`src/logic/odrc_defs.svh`:
```
`ifndef ODRC_DEFS_SVH
`define ODRC_DEFS_SVH

// Register offsets
`define ODRC_OFS_ID 8'h0D
`define ODRC_OFS_RANGE 8'h0E
`define ODRC_OFS_STATUS 8'h10
`define ODRC_OFS_CFG 8'h11
`define ODRC_OFS_DBNC 8'h12
`define ODRC_OFS_IRQ_SRC 8'h0C
`define ODRC_OFS_IRQ_MASK 8'h0F

// Field positions
`define ODRC_BIT_CHANGED 7
`define ODRC_BIT_LOCKOUT 6
`define ODRC_BIT_BACK 0
`define ODRC_BIT_DBMODE 7
`define ODRC_BIT_ENABLE 6
`define ODRC_BIT_IRQ_ORIENT 4

// Reset values
`define ODRC_RST_RANGE 2'h0
`define ODRC_RST_DBMODE 1'h1
`define ODRC_RST_ENABLE 1'h0
`define ODRC_RST_DBNC 8'h00
`define ODRC_ID_VALUE 8'hA7 // Arbitrary part code of our own choosing

// Range codes
`define ODRC_RANGE_2G 2'h0
`define ODRC_RANGE_4G 2'h1
`define ODRC_RANGE_8G 2'h2

`endif

```
`src/logic/odrc_pkg.sv`:
```
package odrc_pkg;
	// Orientation result carried between the classifier and this block
	typedef struct packed {
		logic lockout;
		logic [1:0] pl_code;
		logic back;
	} odrc_orient_s;

	// Sequencer states
	typedef enum logic [2:0] {
		ODRC_IDLE = 3'h1,
		ODRC_FIRST = 3'h2,
		ODRC_RUN = 3'h4
	} odrc_state_e;

	// All state of the block
	typedef struct packed {
		odrc_state_e state;
		logic [1:0] range;
		logic dbmode;
		logic enable;
		logic [7:0] dbnc;
		odrc_orient_s shown;
		odrc_orient_s cand;
		logic [7:0] cnt;
		logic changed;
		logic irq_src;
		logic irq_mask;
		logic wake_seen;
		logic [7:0] rdata;
	} odrc_state_s;
endpackage

```
`src/logic/odrc_top.sv`:
```
`timescale 1ns/1ps
`include "odrc_defs.svh"
// What this block does
// - Read-only identity register at 0x0D; writes ignored.
// - Two-bit range field: 00 2g default, 01 4g, 10 8g, 11 reserved.
// - Changed flag bit 7 sets on first result after enable, and on any change.
// - Reading orientation status clears changed flag and its interrupt.
// - Lockout bit 6 is one while the tilt lockout angle is exceeded.
// - Code bits 2:1: 00 up, 01 down, 10 right, 11 left.
// - Bit 0 is zero facing front, one facing back.
// - After reset back, code and lockout are all zero.
// - Orientation held while any axis exceeds 1.25 g.
// - Outputs keep updating while changed flag stays set.
// - Debounce mode bit 7: zero decrements, one clears the counter; reset one.
// - Enable bit 6 turns detection on; reset off.
// - Eight-bit debounce count register, reset zero, sets persistence in steps.
// - Least latency equals count times the sample step.
// - Each wake/sleep transition resets the debounce counter.
// - One step per sample tick; step length set by rate and mode outside.
// - Interrupt source bit 4 sets with the changed flag whatever the mask bit; the mask only gates irq_out; status read clears it.
module odrc_top (
	// Clock, reset, enable
	input wire logic clk_in,
	input wire logic nrst_in,
	input wire logic ce_in,
	// Register port
	input wire logic [7:0] addr_in,
	input wire logic [7:0] wdata_in,
	input wire logic wr_in,
	input wire logic rd_in,
	output logic [7:0] rdata_out,
	// Sample path
	input wire logic sample_tick_in,
	input wire odrc_pkg::odrc_orient_s raw_orient_in,
	input wire logic over_limit_in,
	input wire logic sleep_mode_in,
	// Results
	output logic [1:0] range_out,
	output odrc_pkg::odrc_orient_s orient_out,
	output logic irq_out
);

	odrc_pkg::odrc_state_s st_reg;
	odrc_pkg::odrc_state_s st_next;

	// ----------------------------------------
	// Register read decode
	// ----------------------------------------
	// Shared by the read mux and read side effects
	function automatic logic is_reg(input logic [7:0] a, input logic [7:0] ofs);
		is_reg = (a == ofs);
	endfunction

	logic [7:0] status_view;
	logic [7:0] read_value;
	logic status_read;
	logic changed_event;
	logic invalid;

	// Status byte layout
	always_comb begin
		status_view = 8'h00;
		status_view[`ODRC_BIT_CHANGED] = st_reg.changed;
		status_view[`ODRC_BIT_LOCKOUT] = st_reg.shown.lockout;
		status_view[2:1] = st_reg.shown.pl_code;
		status_view[`ODRC_BIT_BACK] = st_reg.shown.back;
	end

	// Read mux; unmapped offsets read zero
	always_comb begin
		read_value = 8'h00;
		if (is_reg(addr_in, `ODRC_OFS_ID)) begin
			read_value = `ODRC_ID_VALUE;
		end else if (is_reg(addr_in, `ODRC_OFS_RANGE)) begin
			read_value = {6'h00, st_reg.range};
		end else if (is_reg(addr_in, `ODRC_OFS_STATUS)) begin
			read_value = status_view;
		end else if (is_reg(addr_in, `ODRC_OFS_CFG)) begin
			read_value = {st_reg.dbmode, st_reg.enable, 6'h00};
		end else if (is_reg(addr_in, `ODRC_OFS_DBNC)) begin
			read_value = st_reg.dbnc;
		end else if (is_reg(addr_in, `ODRC_OFS_IRQ_SRC)) begin
			read_value = {3'h0, st_reg.irq_src, 4'h0};
		end else if (is_reg(addr_in, `ODRC_OFS_IRQ_MASK)) begin
			read_value = {3'h0, st_reg.irq_mask, 4'h0};
		end
	end

	assign status_read = rd_in && is_reg(addr_in, `ODRC_OFS_STATUS);
	// Nothing pending while raw matches what is shown; over-range samples never count
	assign invalid = (raw_orient_in == st_reg.shown) || over_limit_in;

	// ----------------------------------------
	// Next-state logic
	// ----------------------------------------
	always_comb begin
		st_next = st_reg;
		changed_event = 1'b0;
		if (ce_in) begin
			st_next.rdata = rd_in ? read_value : st_reg.rdata;
			// Register writes; identity and status are read-only
			if (wr_in) begin
				if (is_reg(addr_in, `ODRC_OFS_RANGE)) begin
					st_next.range = wdata_in[1:0];
				end
				if (is_reg(addr_in, `ODRC_OFS_CFG)) begin
					st_next.dbmode = wdata_in[`ODRC_BIT_DBMODE];
					st_next.enable = wdata_in[`ODRC_BIT_ENABLE];
				end
				if (is_reg(addr_in, `ODRC_OFS_DBNC)) begin
					st_next.dbnc = wdata_in;
				end
				if (is_reg(addr_in, `ODRC_OFS_IRQ_MASK)) begin
					st_next.irq_mask = wdata_in[`ODRC_BIT_IRQ_ORIENT];
				end
			end
			// Detection sequencer
			case (st_reg.state)
				odrc_pkg::ODRC_IDLE: begin
					st_next.cnt = 8'h00;
					if (st_reg.enable) begin
						st_next.state = odrc_pkg::ODRC_FIRST;
					end
				end
				odrc_pkg::ODRC_FIRST: begin
					// First result after activation always flags, even if unchanged
					if (!st_reg.enable) begin
						st_next.state = odrc_pkg::ODRC_IDLE;
					end else if (sample_tick_in && !over_limit_in) begin
						st_next.shown = raw_orient_in;
						changed_event = 1'b1;
						st_next.state = odrc_pkg::ODRC_RUN;
					end
				end
				odrc_pkg::ODRC_RUN: begin
					if (!st_reg.enable) begin
						st_next.state = odrc_pkg::ODRC_IDLE;
					end else if (sample_tick_in) begin
						// One step per sample, so latency is count times step
						if (invalid || (raw_orient_in != st_reg.cand && st_reg.cnt != 8'h00)) begin
							st_next.cand = raw_orient_in;
							if (st_reg.dbmode || st_reg.cnt == 8'h00) begin
								st_next.cnt = 8'h00;
							end else begin
								st_next.cnt = st_reg.cnt - 8'h01;
							end
						end else if (st_reg.cnt >= st_reg.dbnc) begin
							// Updates continue regardless of the changed flag
							st_next.shown = raw_orient_in;
							st_next.cnt = 8'h00;
							changed_event = 1'b1;
						end else begin
							st_next.cand = raw_orient_in;
							st_next.cnt = st_reg.cnt + 8'h01;
						end
					end
				end
				default: begin
					st_next.state = odrc_pkg::ODRC_IDLE;
				end
			endcase
			// Mode changes restart debouncing
			st_next.wake_seen = sleep_mode_in;
			if (sleep_mode_in != st_reg.wake_seen) begin
				st_next.cnt = 8'h00;
			end
			// Set wins over the clear by read
			if (changed_event) begin
				st_next.changed = 1'b1;
				st_next.irq_src = 1'b1;
			end else if (status_read) begin
				st_next.changed = 1'b0;
				st_next.irq_src = 1'b0;
			end
			// Write one also clears the sticky source
			if (!changed_event && wr_in && is_reg(addr_in, `ODRC_OFS_IRQ_SRC)
				&& wdata_in[`ODRC_BIT_IRQ_ORIENT]) begin
				st_next.irq_src = 1'b0;
			end
		end
	end

	// ----------------------------------------
	// State register
	// ----------------------------------------
	always_ff @(posedge clk_in or negedge nrst_in) begin
		if (!nrst_in) begin
			st_reg <= '0;
			st_reg.state <= odrc_pkg::ODRC_IDLE;
			st_reg.range <= `ODRC_RST_RANGE;
			st_reg.dbmode <= `ODRC_RST_DBMODE;
			st_reg.enable <= `ODRC_RST_ENABLE;
			st_reg.dbnc <= `ODRC_RST_DBNC;
			st_reg.shown <= '0;
		end else begin
			st_reg <= st_next;
		end
	end

	// Outputs
	assign rdata_out = st_reg.rdata;
	assign range_out = st_reg.range;
	assign orient_out = st_reg.shown;
	assign irq_out = st_reg.irq_src & st_reg.irq_mask;

endmodule

```
`config.mk`:
```
export PLATFORM = sky130hd
export DESIGN_NAME = odrc_top
export DESIGN_NICKNAME = d
export VERILOG_FILES = /design/src/logic/odrc_pkg.sv /design/src/logic/odrc_top.sv
export VERILOG_INCLUDE_DIRS = /design/src /design/src/logic
export SDC_FILE = /design/constraint.sdc
export NUM_CORES = 1
export LEC_CHECK = 0
export BUFFER_PORTS_ARGS = -buffer_cell sky130_fd_sc_hd__clkbuf_2
export CAP_MARGIN = 10
export CORE_MARGIN = 2
export CORE_UTILIZATION = 35
export DETAILED_ROUTE_END_ITERATION = 7
export HOLD_SLACK_MARGIN = 0.1
export PLACE_DENSITY = 0.53
export SYNTH_ARGS = -nofsm -noshare
export SYNTH_HDL_FRONTEND = slang
export SYNTH_SLANG_ARGS = --single-unit
```
`constraint.sdc`:
```
create_clock -name clk_in -period 2.75 [get_ports clk_in]
set_input_delay 0.275 -clock clk_in [delete_from_list [all_inputs] [get_ports clk_in]]
set_output_delay 0.275 -clock clk_in [all_outputs]
set_load 0.005 [all_outputs]
```
Word level (Yosys, flattened, before mapping)
Cells that the tools add are included.
Widths: inputs -> output; s select.
{"block": "op_classes", "n_bitwise": 1, "n_reduce_logical": 28, "magnitude_cmp": 1, "n_eq_ne": 25, "n_addsub": 2, "n_mux": 36}
{"cell": "$mux 8", "count": 8}
{"cell": "$eq 8x4->1 const B", "count": 4}
{"cell": "$mux 16", "count": 2}
{"cell": "$eq 8x5->1 const B", "count": 3}
{"cell": "$mux 4", "count": 5}
{"cell": "$ne 2x2->1 const B", "count": 9}
{"cell": "$pmux 8 s2", "count": 1}
{"cell": "$mux 12", "count": 1}
{"cell": "$mux 3", "count": 4}
{"cell": "$reduce_and 3->1", "count": 4}
{"cell": "$mux 5", "count": 2}
{"cell": "$ne 3x3->1 const B", "count": 3}
{"cell": "$pmux 3 s3", "count": 1}
{"cell": "$add 8x1->8 const B", "count": 1}
{"cell": "$ge 8x8->1", "count": 1}
{"cell": "$logic_not 8->1", "count": 1}
{"cell": "$mux 1", "count": 8}
{"cell": "$pmux 4 s2", "count": 1}
{"cell": "$reduce_and 4->1", "count": 2}
{"cell": "$reduce_and 8->1", "count": 1}
{"cell": "$reduce_bool 8->1", "count": 1}
{"cell": "$sub 8x1->8 const B", "count": 1}
{"cell": "$logic_and 1x1->1", "count": 6}
{"cell": "$reduce_and 2->1", "count": 3}
{"cell": "14 further kinds", "count": 20}
{"block": "totals", "out_inout_bits": 15, "regBits": 43, "input_bits": 28, "wordCells": 110}

Longest topological paths before layout
Gate-level depths: netlist (run 1).
{"block": "depth", "word_depth": 14, "depth_mapped": 9}

Worst setup path after synthesis (run 1)
OpenSTA, ideal clock, no wires.
{"block": "synth_timing", "kind": "register -> register", "start": "register st_reg[12] (netlist bit)", "end": "register st_reg[21] (netlist bit)", "path_stages_with_launch": 9, "t_required_ns": 2.623, "path_slack_ns": 0.563, "arrival_ns": 2.060, "path_cell_list": "dfrtp_1 inv_1 ha_1 nor2b_1 o21ai_0 a21oi_1 and2b_4 or3_4 mux2_1"}
{"block": "synth_between", "elab_chain_len": 5, "word_cells_on_any_way": 7, "cone_classes": "order compare (1); eq/ne (1); mux (1); reduce/logical (4)"}
{"item": "start: declaration", "line_no": "odrc_top.sv:43", "source": "odrc_pkg::odrc_state_s st_reg;"}
{"item": "start signal: assignment", "line_no": "odrc_top.sv:196", "source": "st_reg <= st_next;"}
{"item": "branches (longest 5 deep; another with $ge 8x8->1)"}
Parallel ways; which one is timed is not known.
A chain may end at the register's enable or synchronous reset.

Final worst setup path (run 1)
{"block": "layout_timing", "start": "register st_reg[15] (netlist bit)", "end": "register st_reg[23] (netlist bit)"}
Same word-level chain as after synthesis.

==> impl_metrics.env, run 1 <==
export IMPL_multi_input_area_um2=1410
export IMPL_critical_path_end_type="flip-flop"
export IMPL_setup_reg_to_reg_worst_slack_ns=0.30
export IMPL_hold_viol=0
export IMPL_maxClockFrequency_mhz=409
export IMPL_post_route_drc_count=0
export IMPL_floorplan_die_width_um=92.3
export IMPL_netSwitchingPower_mw=0.321
export IMPL_grt_max_degree=30
export IMPL_worst_slew_margin_rel=0.588
export IMPL_antenna_violating_nets_post_route=0
export IMPL_number_of_global_route_vias_before_repair=2051
export IMPL_groute_usage_overall=0.149
export IMPL_cellLeakagePower_nw=1.42
export IMPL_htree_num_levels=2
export IMPL_seq_area_frac_synth=0.395
export IMPL_tritoncts_num_buffers=5
export IMPL_synth_net_count=319
export IMPL_cp_slowest_stage_delay_ns=0.50
export IMPL_post_route_cell_area_um2=3030
export IMPL_drt_pass1_iterations=4
export IMPL_starting_density=0.357
export IMPL_total_wirelength_um=6070
export IMPL_detailroute_via_count=2119
export IMPL_drive_above_1_share=0.268
export IMPL_ioPinCount=43
export IMPL_core_area_um2=7650
export IMPL_unrepaired_setup_endpoints_after_global_routing="no"
export IMPL_largest_register_ff_count=29
export IMPL_clockRootBuffer="sky130_fd_sc_hd__clkbuf_8"
export IMPL_p_comb_frac=0.107
export IMPL_worst_pin_slew_ns=0.613
export IMPL_post_cts_buffers=0
export IMPL_place_congestion=0.802
export IMPL_crit_reg2reg_launch="st_reg[15]$_DFFE_PN0P_"
export IMPL_synthesis_yosys_warnings=0
export IMPL_fin_setup_tns_ns=0
export IMPL_clock_path_buffers=2
export IMPL_synth_seq_cells=43
export IMPL_detailed_place_hpwl_um=4680
export IMPL_nets=351
export IMPL_dpl_instance_area_um2=2930
export IMPL_timing_max_cap_violations=0
export IMPL_area_growth_syn_to_layout_pct=11.1
export IMPL_rr_worst_depth=7
export IMPL_grt_first_pass_wirelength_um=10200
export IMPL_placement_rows=32
export IMPL_worstPathArrival_ns=2.63
export IMPL_sequential_cell_area_um2=1080
export IMPL_fp_dieH_um=92.3
export IMPL_min_delay_path_class="primary input to flip-flop"
export IMPL_worst_hold_slack_ns=0.217
export IMPL_power_density_nw_per_um2=397
export IMPL_clkPwrFrac=0.344
export IMPL_cp_slowest_cell="sky130_fd_sc_hd__dfrtp_1"
export IMPL_globalRoute_totalOverflow=0
export IMPL_clock_latency_on_the_worst_skew_pair_ns=0.30
export IMPL_cts_sinks=43
export IMPL_post_synth_instance_area_um2=2730
export IMPL_fillers=787
export IMPL_drt_vias_per_instance=5.11
export IMPL_post_route_period_util=0.890
export IMPL_startpoint_type="flip-flop"
export IMPL_power_sequential_fraction=0.549
export IMPL_most_common_layout_cells="42 x sky130_fd_sc_hd__clkbuf_2, 41 x sky130_fd_sc_hd__dfrtp_1, 22 x sky130_fd_sc_hd__nand2_1"
export IMPL_sw_frac_of_total=0.267
export IMPL_critPathKind="flip-flop to flip-flop"
export IMPL_critPathRequiredTime_ns=2.93
export IMPL_finalMaxSlewViolations=0
export IMPL_cp_cell_sequence="ha_1 > a211oi_1 > o21ai_0 > a21oi_1 > and2b_4 > or3_4 > mux2_1"
export IMPL_power_ir_vdd_worst_v=0.000187
export IMPL_holdCritStartpoint="wdata_in[3]"
export IMPL_clock_skew_ns=0.00674
export IMPL_layout_commonest_cell="sky130_fd_sc_hd__clkbuf_2"
export IMPL_port_buffers=42
export IMPL_grt_antenna_before_repair=0
export IMPL_post_synthesis_cell_count=280
export IMPL_first_iter_violations=75
export IMPL_min_path_cells=2
export IMPL_internal_power_mw=0.881
export IMPL_r2r_end="st_reg[23]$_DFFE_PN0P_"
export IMPL_finalSetupViolations=0
export IMPL_worst_setup_hold_path_clk_slew_ns=0.09
export IMPL_period_minus_slack_ns=2.45
export IMPL_postCtsResizedCells=0
export IMPL_min_to="st_reg[31]$_DFFE_PN0P_"
export IMPL_cts_tree="done"
export IMPL_antenna_cells_inserted=0
export IMPL_floorplan_die_area_um2=8520
export IMPL_status="complete, no violations"
export IMPL_synthesis_area_per_instance_um2=9.74
export IMPL_number_of_distinct_library_cells_after_synthesis=52
export IMPL_crit_fanout=10
export IMPL_wire_per_inst_um=14.6
[logic make-up after synthesis]
group	Yosys count	share of synthesized area
adder cells (fa/ha/maj)	11	0.0505
AND/OR/NAND/NOR	94	0.188
flip-flops	43	0.395
AO/OA/AOI/OAI	56	0.140
multiplexers	26	0.111
XOR/XNOR	9	0.0289
buffers and inverters	41	0.0862
[how the worst max path moves through the flow]
stage / slack, ns / depth (start not counted) / to / from
final: 0.30 / 7 / st_reg[23]$_DFFE_PN0P_ / st_reg[15]$_DFFE_PN0P_
after global routing: 0.16 / 8 / st_reg[23]$_DFFE_PN0P_ / st_reg[12]$_DFFE_PN0P_
after CTS: 0.31 / 7 / st_reg[23]$_DFFE_PN0P_ / st_reg[15]$_DFFE_PN0P_
after detailed placement: 0.33 / 7 / st_reg[23]$_DFFE_PN0P_ / st_reg[15]$_DFFE_PN0P_
after global placement: 0.39 / 7 / st_reg[22]$_DFFE_PN0P_ / st_reg[15]$_DFFE_PN0P_
after floorplan: 0.56 / 8 / st_reg[21]$_DFFE_PN0P_ / st_reg[12]$_DFFE_PN0P_
[cell usage after synthesis, drive strengths merged]
cell type / instances / area share
dfrtp: 41 / 0.38
mux2: 22 / 0.096
nand2: 22 / 0.030
inv: 19 / 0.026
a21oi: 17 / 0.031
buf: 17 / 0.050
nor2: 16 / 0.022
nand3: 12 / 0.022
ha: 11 / 0.050
nor3: 11 / 0.020
o21ai: 10 / 0.022
a221oi: 9 / 0.029
and3: 7 / 0.019
or3: 7 / 0.018
a31oi: 5 / 0.011
clkbuf: 5 / 0.011
xor2: 5 / 0.016
mux2i: 4 / 0.015
o31ai: 4 / 0.011
xnor2: 4 / 0.013
a22oi: 3 / 0.0083
nand2b: 3 / 0.0069
nor4: 3 / 0.012
o21a: 3 / 0.011
and2: 2 / 0.0046
dfstp: 2 / 0.019
nand3b: 2 / 0.0055
nand4: 2 / 0.0046
nand4b: 2 / 0.0064
a211oi: 1 / 0.0028
a41oi: 1 / 0.0032
and2b: 1 / 0.0037
and4b: 1 / 0.0037
nor2b: 1 / 0.0023
o22a: 1 / 0.0032
o2bb2ai: 1 / 0.0032
o32ai: 1 / 0.0032
or2b: 1 / 0.0028
or4: 1 / 0.0041
[critical path, delay by kind of cell (launching register included)]
| family | cells | cell delay, ns |
|---|---|---|
| AO/OA/AOI/OAI | 3 | 0.63 |
| AND/OR/NAND/NOR | 2 | 0.61 |
| adder cells (fa/ha/maj) | 1 | 0.27 |
| flip-flops | 1 | 0.50 |
| multiplexers | 1 | 0.32 |
[repair_timing]
item / in CTS / in global routing
hold buffers: 1 / 0
endpoints found under the setup margin: 0 / 0
endpoints found under the hold margin: 14 / 0
[metal layers]
layer	GRT usage	part of all wire	up-vias
met5	0	0	-
met4	0.0398	0.011	0
met3	0.0296	0.037	6
met2	0.236	0.45	39
met1	0.210	0.50	1010
li1	-	-	1064
[cell type report]
class | count | share of cell area
timing repair buffer | 47 | 0.0826
sequential | 43 | 0.356
clock buffer | 5 | 0.0227
tap | 102 | 0.0421
clock inverter | 3 | 0.00661
multi-input combinational | 196 | 0.467
inverter | 19 | 0.0235
[power by group through the flow]
stage / logic [mW] / clock network, mW / registers (mW)
6_report: 0.129 / 0.413 / 0.660
5_1_grt: 0.146 / 0.453 / 0.663
4_1_cts: 0.131 / 0.426 / 0.660
3_5_place_dp: 0.129 / 0 / 0.673
3_3_place_gp: 0.129 / 0 / 0.672
2_1_floorplan: 0.0796 / 0 / 0.669
[through the flow]
step,utilization,power (mW),setup slack (ns),instances
finish,0.396,1.20,0.304,415
detailed placement,0.383,0.802,0.327,406
global route,0.396,1.26,0.159,415
CTS,0.396,1.22,0.310,415
floorplan,-,0.749,0.563,280
global placement,0.383,0.800,0.388,406
Note: power is estimated with default switching activity, not from simulation.
==> run 2, diff against run 1 <==
==> constraint.sdc (replaced) <==
create_clock -name clk_in -period 2.75 [get_ports clk_in]
set_input_delay 0.1375 -clock clk_in [delete_from_list [all_inputs] [get_ports clk_in]]
set_output_delay 0.1375 -clock clk_in [all_outputs]
set_load 0.005 [all_outputs]
==> run 2 against run 1 <==
Effect of this change:
- setup slack improved by 0.0018 ns
- power grew 16%
- clock power increased by 46%
- register-to-register slack is essentially flat
- critical path depth up 1
- core utilization up 1.4 points
- final cell count increased by 1.4%
- maximum frequency hardly changed
- sequential power about the same
- via count is 0.85% higher
- sequential share of layout area is 1.2 points lower
- flip-flop and latch count did not move
==> impl_metrics.env, run 2 (synthesis gave the netlist of run 1 again) <==
export IMPL_power_ir_vdd_worst_v=0.000230
export IMPL_layoutNonFillerInstCount=421
export IMPL_grt_antenna_before_repair=0
export IMPL_place_congestion=0.788
export IMPL_clock_skew_ns=0.0108
export IMPL_worst_pin_slew_ns=0.782
export IMPL_routedLengthMet1_um=3000
export IMPL_unrepaired_setup_endpoints_after_global_routing="no"
export IMPL_tritoncts_num_buffers=5
export IMPL_antenna_violating_nets_post_route=0
export IMPL_grt_first_pass_wirelength_um=10400
export IMPL_layout_commonest_cell="sky130_fd_sc_hd__clkbuf_2"
export IMPL_floorplan_die_width_um=92.3
export IMPL_clock_latency_on_the_worst_skew_pair_ns=0.30
export IMPL_nets=357
export IMPL_postCtsResizedCells=0
export IMPL_placed_cells=405
export IMPL_fin_setup_tns_ns=0
export IMPL_top_layer_used="met4"
export IMPL_total_wirelength_um=6160
export IMPL_placement_rows=32
export IMPL_htree_num_levels=2
export IMPL_clockRootBuffer="sky130_fd_sc_hd__clkbuf_8"
export IMPL_util_after_layout=0.410
export IMPL_finalMaxSlewViolations=0
export IMPL_cts_sinks=43
export IMPL_groute_usage_overall=0.154
export IMPL_detailed_place_hpwl_um=4650
export IMPL_wire_per_inst_um=14.6
export IMPL_drt_vias_per_instance=5.08
export IMPL_ioPinCount=43
export IMPL_finalSetupViolations=0
export IMPL_detailroute_via_count=2137
export IMPL_drt_pass1_iterations=4
export IMPL_power_density_nw_per_um2=445
export IMPL_timing_max_cap_violations=0
export IMPL_area_growth_syn_to_layout_pct=15.0
export IMPL_critPathRequiredTime_ns=2.93
export IMPL_critPathKind="flip-flop to flip-flop"
export IMPL_hold_viol=0
export IMPL_largest_register_ff_count=29
export IMPL_dpl_worst_slack_ns=0.343
export IMPL_met3_length_um=289
export IMPL_cellLeakagePower_nw=1.47
export IMPL_drive_above_1_share=0.257
export IMPL_cts_tree="done"
export IMPL_critical_path_end_type="flip-flop"
export IMPL_grt_max_degree=32
export IMPL_core_area_um2=7650
export IMPL_worstPathArrival_ns=2.62
export IMPL_starting_density=0.357
export IMPL_antenna_cells_inserted=0
export IMPL_globalRoute_totalOverflow=0
export IMPL_min_delay_path_class="primary input to flip-flop"
export IMPL_crit_fanout=8
export IMPL_period_minus_slack_ns=2.44
export IMPL_worst_setup_slack_final_ns=0.306
export IMPL_status="complete, no violations"
export IMPL_met2WireLength_um=2800
export IMPL_first_iter_violations=64
export IMPL_number_of_global_route_vias_before_repair=2078
export IMPL_worst_setup_hold_path_clk_slew_ns=0.09
export IMPL_fp_dieH_um=92.3
export IMPL_post_route_period_util=0.889
export IMPL_floorplan_die_area_um2=8520
export IMPL_clock_path_buffers=2
export IMPL_maxClockFrequency_mhz=409
export IMPL_port_buffers=42
export IMPL_worst_slew_margin_rel=0.478
export IMPL_startpoint_type="flip-flop"
export IMPL_post_route_drc_count=0
export IMPL_most_common_layout_cells="42 x sky130_fd_sc_hd__clkbuf_2, 41 x sky130_fd_sc_hd__dfrtp_1, 22 x sky130_fd_sc_hd__nand2_1"
export IMPL_fin_total_pwr_mw=1.40
export IMPL_fillers=770
## run 2: cell types whose count changed in the layout (fill, tap and decap cells not counted)
cell / delta
sky130_fd_sc_hd__clkinvlp_4: -2
sky130_fd_sc_hd__clkinv_2: -1
sky130_fd_sc_hd__dlygate4sd3_1: +7
sky130_fd_sc_hd__clkbuf_1: +1
sky130_fd_sc_hd__bufinv_16: +2
sky130_fd_sc_hd__buf_4: -1
## run 2: area by class of cell
type	instances	area [um^2]	area share
inverters	19	71.3	0.0227
well taps	102	128	0.0407
multi-input cells	196	1410	0.451
flip-flops and latches	43	1080	0.344
clock inverters	2	60.1	0.0191
clock buffers	6	72.6	0.0231
repair buffers	53	313	0.0997
## run 2: what timing repair did
action,CTS,global route
hold buffers,8,0
buffers inserted,0,0
endpoints found under the hold margin,38,0
## run 2: per-stage QoR
| stage | hold WS [ns] | area, um^2 |
|---|---|---|
| 6_report | 0.110 | 3140 |
| 3_5_place_dp | 0.267 | 2920 |
| 2_1_floorplan | -0.158 | 2730 |
| 3_3_place_gp | 0.261 | 2920 |
| 4_1_cts | 0.101 | 3140 |
| 5_1_grt | 0.116 | 3140 |
## run 2: routing by layer
| layer | track usage | vias to the layer above |
|---|---|---|
| li1 | - | 1077 |
| met3 | 0.0304 | 7 |
| met1 | 0.212 | 1007 |
| met2 | 0.244 | 46 |
| met5 | 0 | - |
| met4 | 0.0460 | 0 |
## run 2: report_power, final
part	switching [mW]	internal, mW
clock network	0.238	0.363
logic	0.0735	0.0612
registers	0.0119	0.649
total	0.323	1.07
## run 2: path summary, 6_finish.rpt
check | start | to | slack, ns | cells after the start
worst max register to register | st_reg[12]$_DFFE_PN0P_ | st_reg[23]$_DFFE_PN0P_ | 0.31 | 8
max in group asynchronous | nrst_in | st_reg[40]$_DFFE_PN1P_ | 1.55 | 3
worst max-delay path | st_reg[12]$_DFFE_PN0P_ | st_reg[23]$_DFFE_PN0P_ | 0.31 | 8
worst min register to register | rdata_out[3]$_DFFE_PN0P_ | rdata_out[3]$_DFFE_PN0P_ | 0.47 | 2
min in group asynchronous | nrst_in | range_out[1]$_DFFE_PN0P_ | 0.44 | 2
worst min-delay path | wdata_in[7] | st_reg[35]$_DFFE_PN0P_ | 0.11 | 2
## run 2: critical path, cell delays in order (launching register included)
cell	delay, ns
sky130_fd_sc_hd__dfrtp_1	0.47
sky130_fd_sc_hd__inv_1	0.12
sky130_fd_sc_hd__ha_1	0.30
sky130_fd_sc_hd__nor2b_1	0.10
sky130_fd_sc_hd__o21ai_0	0.10
sky130_fd_sc_hd__a21oi_1	0.29
sky130_fd_sc_hd__and2b_4	0.25
sky130_fd_sc_hd__or3_4	0.36
sky130_fd_sc_hd__mux2_1	0.33
==> run 3, diff against run 2 <==
--- a/config.mk
+++ b/config.mk
@@ -7,12 +7,13 @@
 export NUM_CORES = 1
 export LEC_CHECK = 0
 export BUFFER_PORTS_ARGS = -buffer_cell sky130_fd_sc_hd__clkbuf_2
-export CAP_MARGIN = 10
+export CAP_MARGIN = 20
 export CORE_MARGIN = 2
 export CORE_UTILIZATION = 35
 export DETAILED_ROUTE_END_ITERATION = 7
 export HOLD_SLACK_MARGIN = 0.1
 export PLACE_DENSITY = 0.53
+export REMOVE_ABC_BUFFERS = 1
 export SYNTH_ARGS = -nofsm -noshare
 export SYNTH_HDL_FRONTEND = slang
 export SYNTH_SLANG_ARGS = --single-unit
==> run 3 against run 2 <==
Effect of this change:
- sequential share of layout area shrank 0.11 points
- largest power group unchanged
- critical path depth is the same
- clock skew shrank 0.0073 ns
- die area is the same
- sequential power is essentially flat
- clock-buffer cell count is the same
- maximum frequency shrank 0.33%
- highest routed layer unchanged
- setup slack lost 0.0081 ns
- flip-flop and latch count is the same
- register-to-register slack is essentially flat
==> impl_metrics.env, run 3 (synthesis gave the netlist of run 1 again) <==
export IMPL_status="complete, no violations"
export IMPL_most_common_layout_cells="42 x sky130_fd_sc_hd__clkbuf_2, 41 x sky130_fd_sc_hd__dfrtp_1, 22 x sky130_fd_sc_hd__nand2_1"
export IMPL_antenna_cells_inserted=0
export IMPL_crit_fanout=8
export IMPL_routedLengthMet1_um=3150
export IMPL_placement_rows=32
export IMPL_power_ir_vdd_worst_v=0.000237
export IMPL_unrepaired_setup_endpoints_after_global_routing="no"
export IMPL_min_delay_path_class="primary input to flip-flop"
export IMPL_util_after_layout=0.411
export IMPL_grt_first_pass_wirelength_um=10100
export IMPL_clock_path_buffers=2
export IMPL_area_growth_syn_to_layout_pct=15.4
export IMPL_clockRootBuffer="sky130_fd_sc_hd__clkbuf_8"
export IMPL_period_minus_slack_ns=2.45
export IMPL_worst_pin_slew_ns=0.729
export IMPL_globalRoute_totalOverflow=0
export IMPL_startpoint_type="flip-flop"
export IMPL_cp_cell_sequence="inv_1 > ha_1 > nor2b_1 > o21ai_0 > a21oi_1 > and2b_4 > or3_4 > mux2_1"
export IMPL_starting_density=0.357
export IMPL_groute_usage_overall=0.148
export IMPL_met2WireLength_um=2800
export IMPL_worst_slew_margin_rel=0.514
export IMPL_port_buffers=42
export IMPL_wire_per_inst_um=14.7
export IMPL_nets=358
export IMPL_critical_path_end_type="flip-flop"
export IMPL_ioPinCount=43
export IMPL_floorplan_die_area_um2=8520
export IMPL_critPathRequiredTime_ns=2.93
export IMPL_drt_vias_per_instance=5.08
export IMPL_met3_length_um=208
export IMPL_post_route_period_util=0.892
export IMPL_finalMaxSlewViolations=0
export IMPL_hold_viol=0
export IMPL_worst_setup_slack_final_ns=0.298
export IMPL_grt_antenna_before_repair=0
export IMPL_fp_dieH_um=92.3
export IMPL_grt_max_degree=28
export IMPL_clock_latency_on_the_worst_skew_pair_ns=0.30
export IMPL_placed_cells=405
export IMPL_place_congestion=0.811
export IMPL_critPathKind="flip-flop to flip-flop"
export IMPL_cts_tree="done"
export IMPL_dpl_worst_slack_ns=0.310
export IMPL_number_of_global_route_vias_before_repair=2055
export IMPL_finalSetupViolations=0
export IMPL_antenna_violating_nets_post_route=0
export IMPL_detailroute_via_count=2143
export IMPL_power_density_nw_per_um2=440
export IMPL_worst_setup_hold_path_clk_slew_ns=0.08
export IMPL_largest_register_ff_count=29
export IMPL_htree_num_levels=2
export IMPL_total_wirelength_um=6200
export IMPL_timing_max_cap_violations=0
export IMPL_cts_sinks=43
export IMPL_fin_setup_tns_ns=0
export IMPL_floorplan_die_width_um=92.3
export IMPL_post_route_cell_area_um2=3150
export IMPL_post_route_drc_count=0
export IMPL_layoutNonFillerInstCount=422
export IMPL_clock_skew_ns=0.00347
export IMPL_drive_above_1_share=0.256
export IMPL_cp_slowest_stage_delay_ns=0.48
export IMPL_cp_slowest_cell="sky130_fd_sc_hd__dfrtp_1"
export IMPL_top_layer_used="met4"
export IMPL_layout_commonest_cell="sky130_fd_sc_hd__clkbuf_2"
export IMPL_drt_pass1_iterations=4
export IMPL_cellLeakagePower_nw=1.48
export IMPL_tritoncts_num_buffers=5
export IMPL_core_area_um2=7650
export IMPL_first_iter_violations=88
export IMPL_worstPathArrival_ns=2.63
export IMPL_setup_reg_to_reg_worst_slack_ns=0.30
export IMPL_dpl_instance_area_um2=2920
export IMPL_maxClockFrequency_mhz=408
export IMPL_detailed_place_hpwl_um=4700
[run 3: cell types whose count changed in the layout (fill, tap and decap cells not counted)]
cell / delta
sky130_fd_sc_hd__dlygate4sd3_1: +1
[run 3: final cells by class]
class                           instances  area, um^2
Multi-Input combinational cell        196        1410
Tap cell                              102         128
Inverter                               19        71.3
Clock buffer                            6        72.6
Fill cell                             755        4500
Clock inverter                          2        60.1
Sequential cell                        43        1080
Timing Repair Buffer                   54         323
[run 3: through the flow]
stage | hold slack [ns] | power, mW
global route | 0.105 | 1.45
detailed placement | 0.231 | 0.802
global placement | 0.222 | 0.800
finish | 0.114 | 1.38
floorplan | -0.158 | 0.730
CTS | 0.105 | 1.41
[run 3: path summary, 6_finish.rpt]
kind / start / cells after the start / to
max: st_reg[12]$_DFFE_PN0P_ / 8 / st_reg[23]$_DFFE_PN0P_
min: wdata_in[4] / 2 / st_reg[32]$_DFFE_PN0P_
max reg2reg: st_reg[12]$_DFFE_PN0P_ / 8 / st_reg[23]$_DFFE_PN0P_
min reg2reg: rdata_out[3]$_DFFE_PN0P_ / 2 / rdata_out[3]$_DFFE_PN0P_
max in group asynchronous: nrst_in / 3 / st_reg[37]$_DFFE_PN1P_
min in group asynchronous: nrst_in / 2 / st_reg[21]$_DFFE_PN0P_
[run 3: critical path: cells and delay by family (launching register included)]
family | cells | cell delay [ns]
multiplexers | 1 | 0.32
adder cells (fa/ha/maj) | 1 | 0.30
buffers and inverters | 1 | 0.12
flip-flops | 1 | 0.48
AND/OR/NAND/NOR | 3 | 0.71
AO/OA/AOI/OAI | 2 | 0.40
[run 3: report_power, final]
part / internal (mW) / switching (mW) / total, mW / leakage [nW]
clock network: 0.363 / 0.225 / 0.588 / 0.0654
logic: 0.0620 / 0.0740 / 0.136 / 0.830
registers: 0.649 / 0.0120 / 0.660 / 0.581
total: 1.07 / 0.311 / 1.38 / 1.48
[run 3: metal layers]
metal  vias up  GRT usage
met5         -          0
met4         0     0.0336
met3         5     0.0288
met2        46      0.232
met1      1021      0.213
li1       1071          -
[run 3: timing repair]
action,in CTS,in global routing
buffers inserted,0,0
hold buffers,9,0
gates resized for setup,0,0
endpoints found under the hold margin,37,0
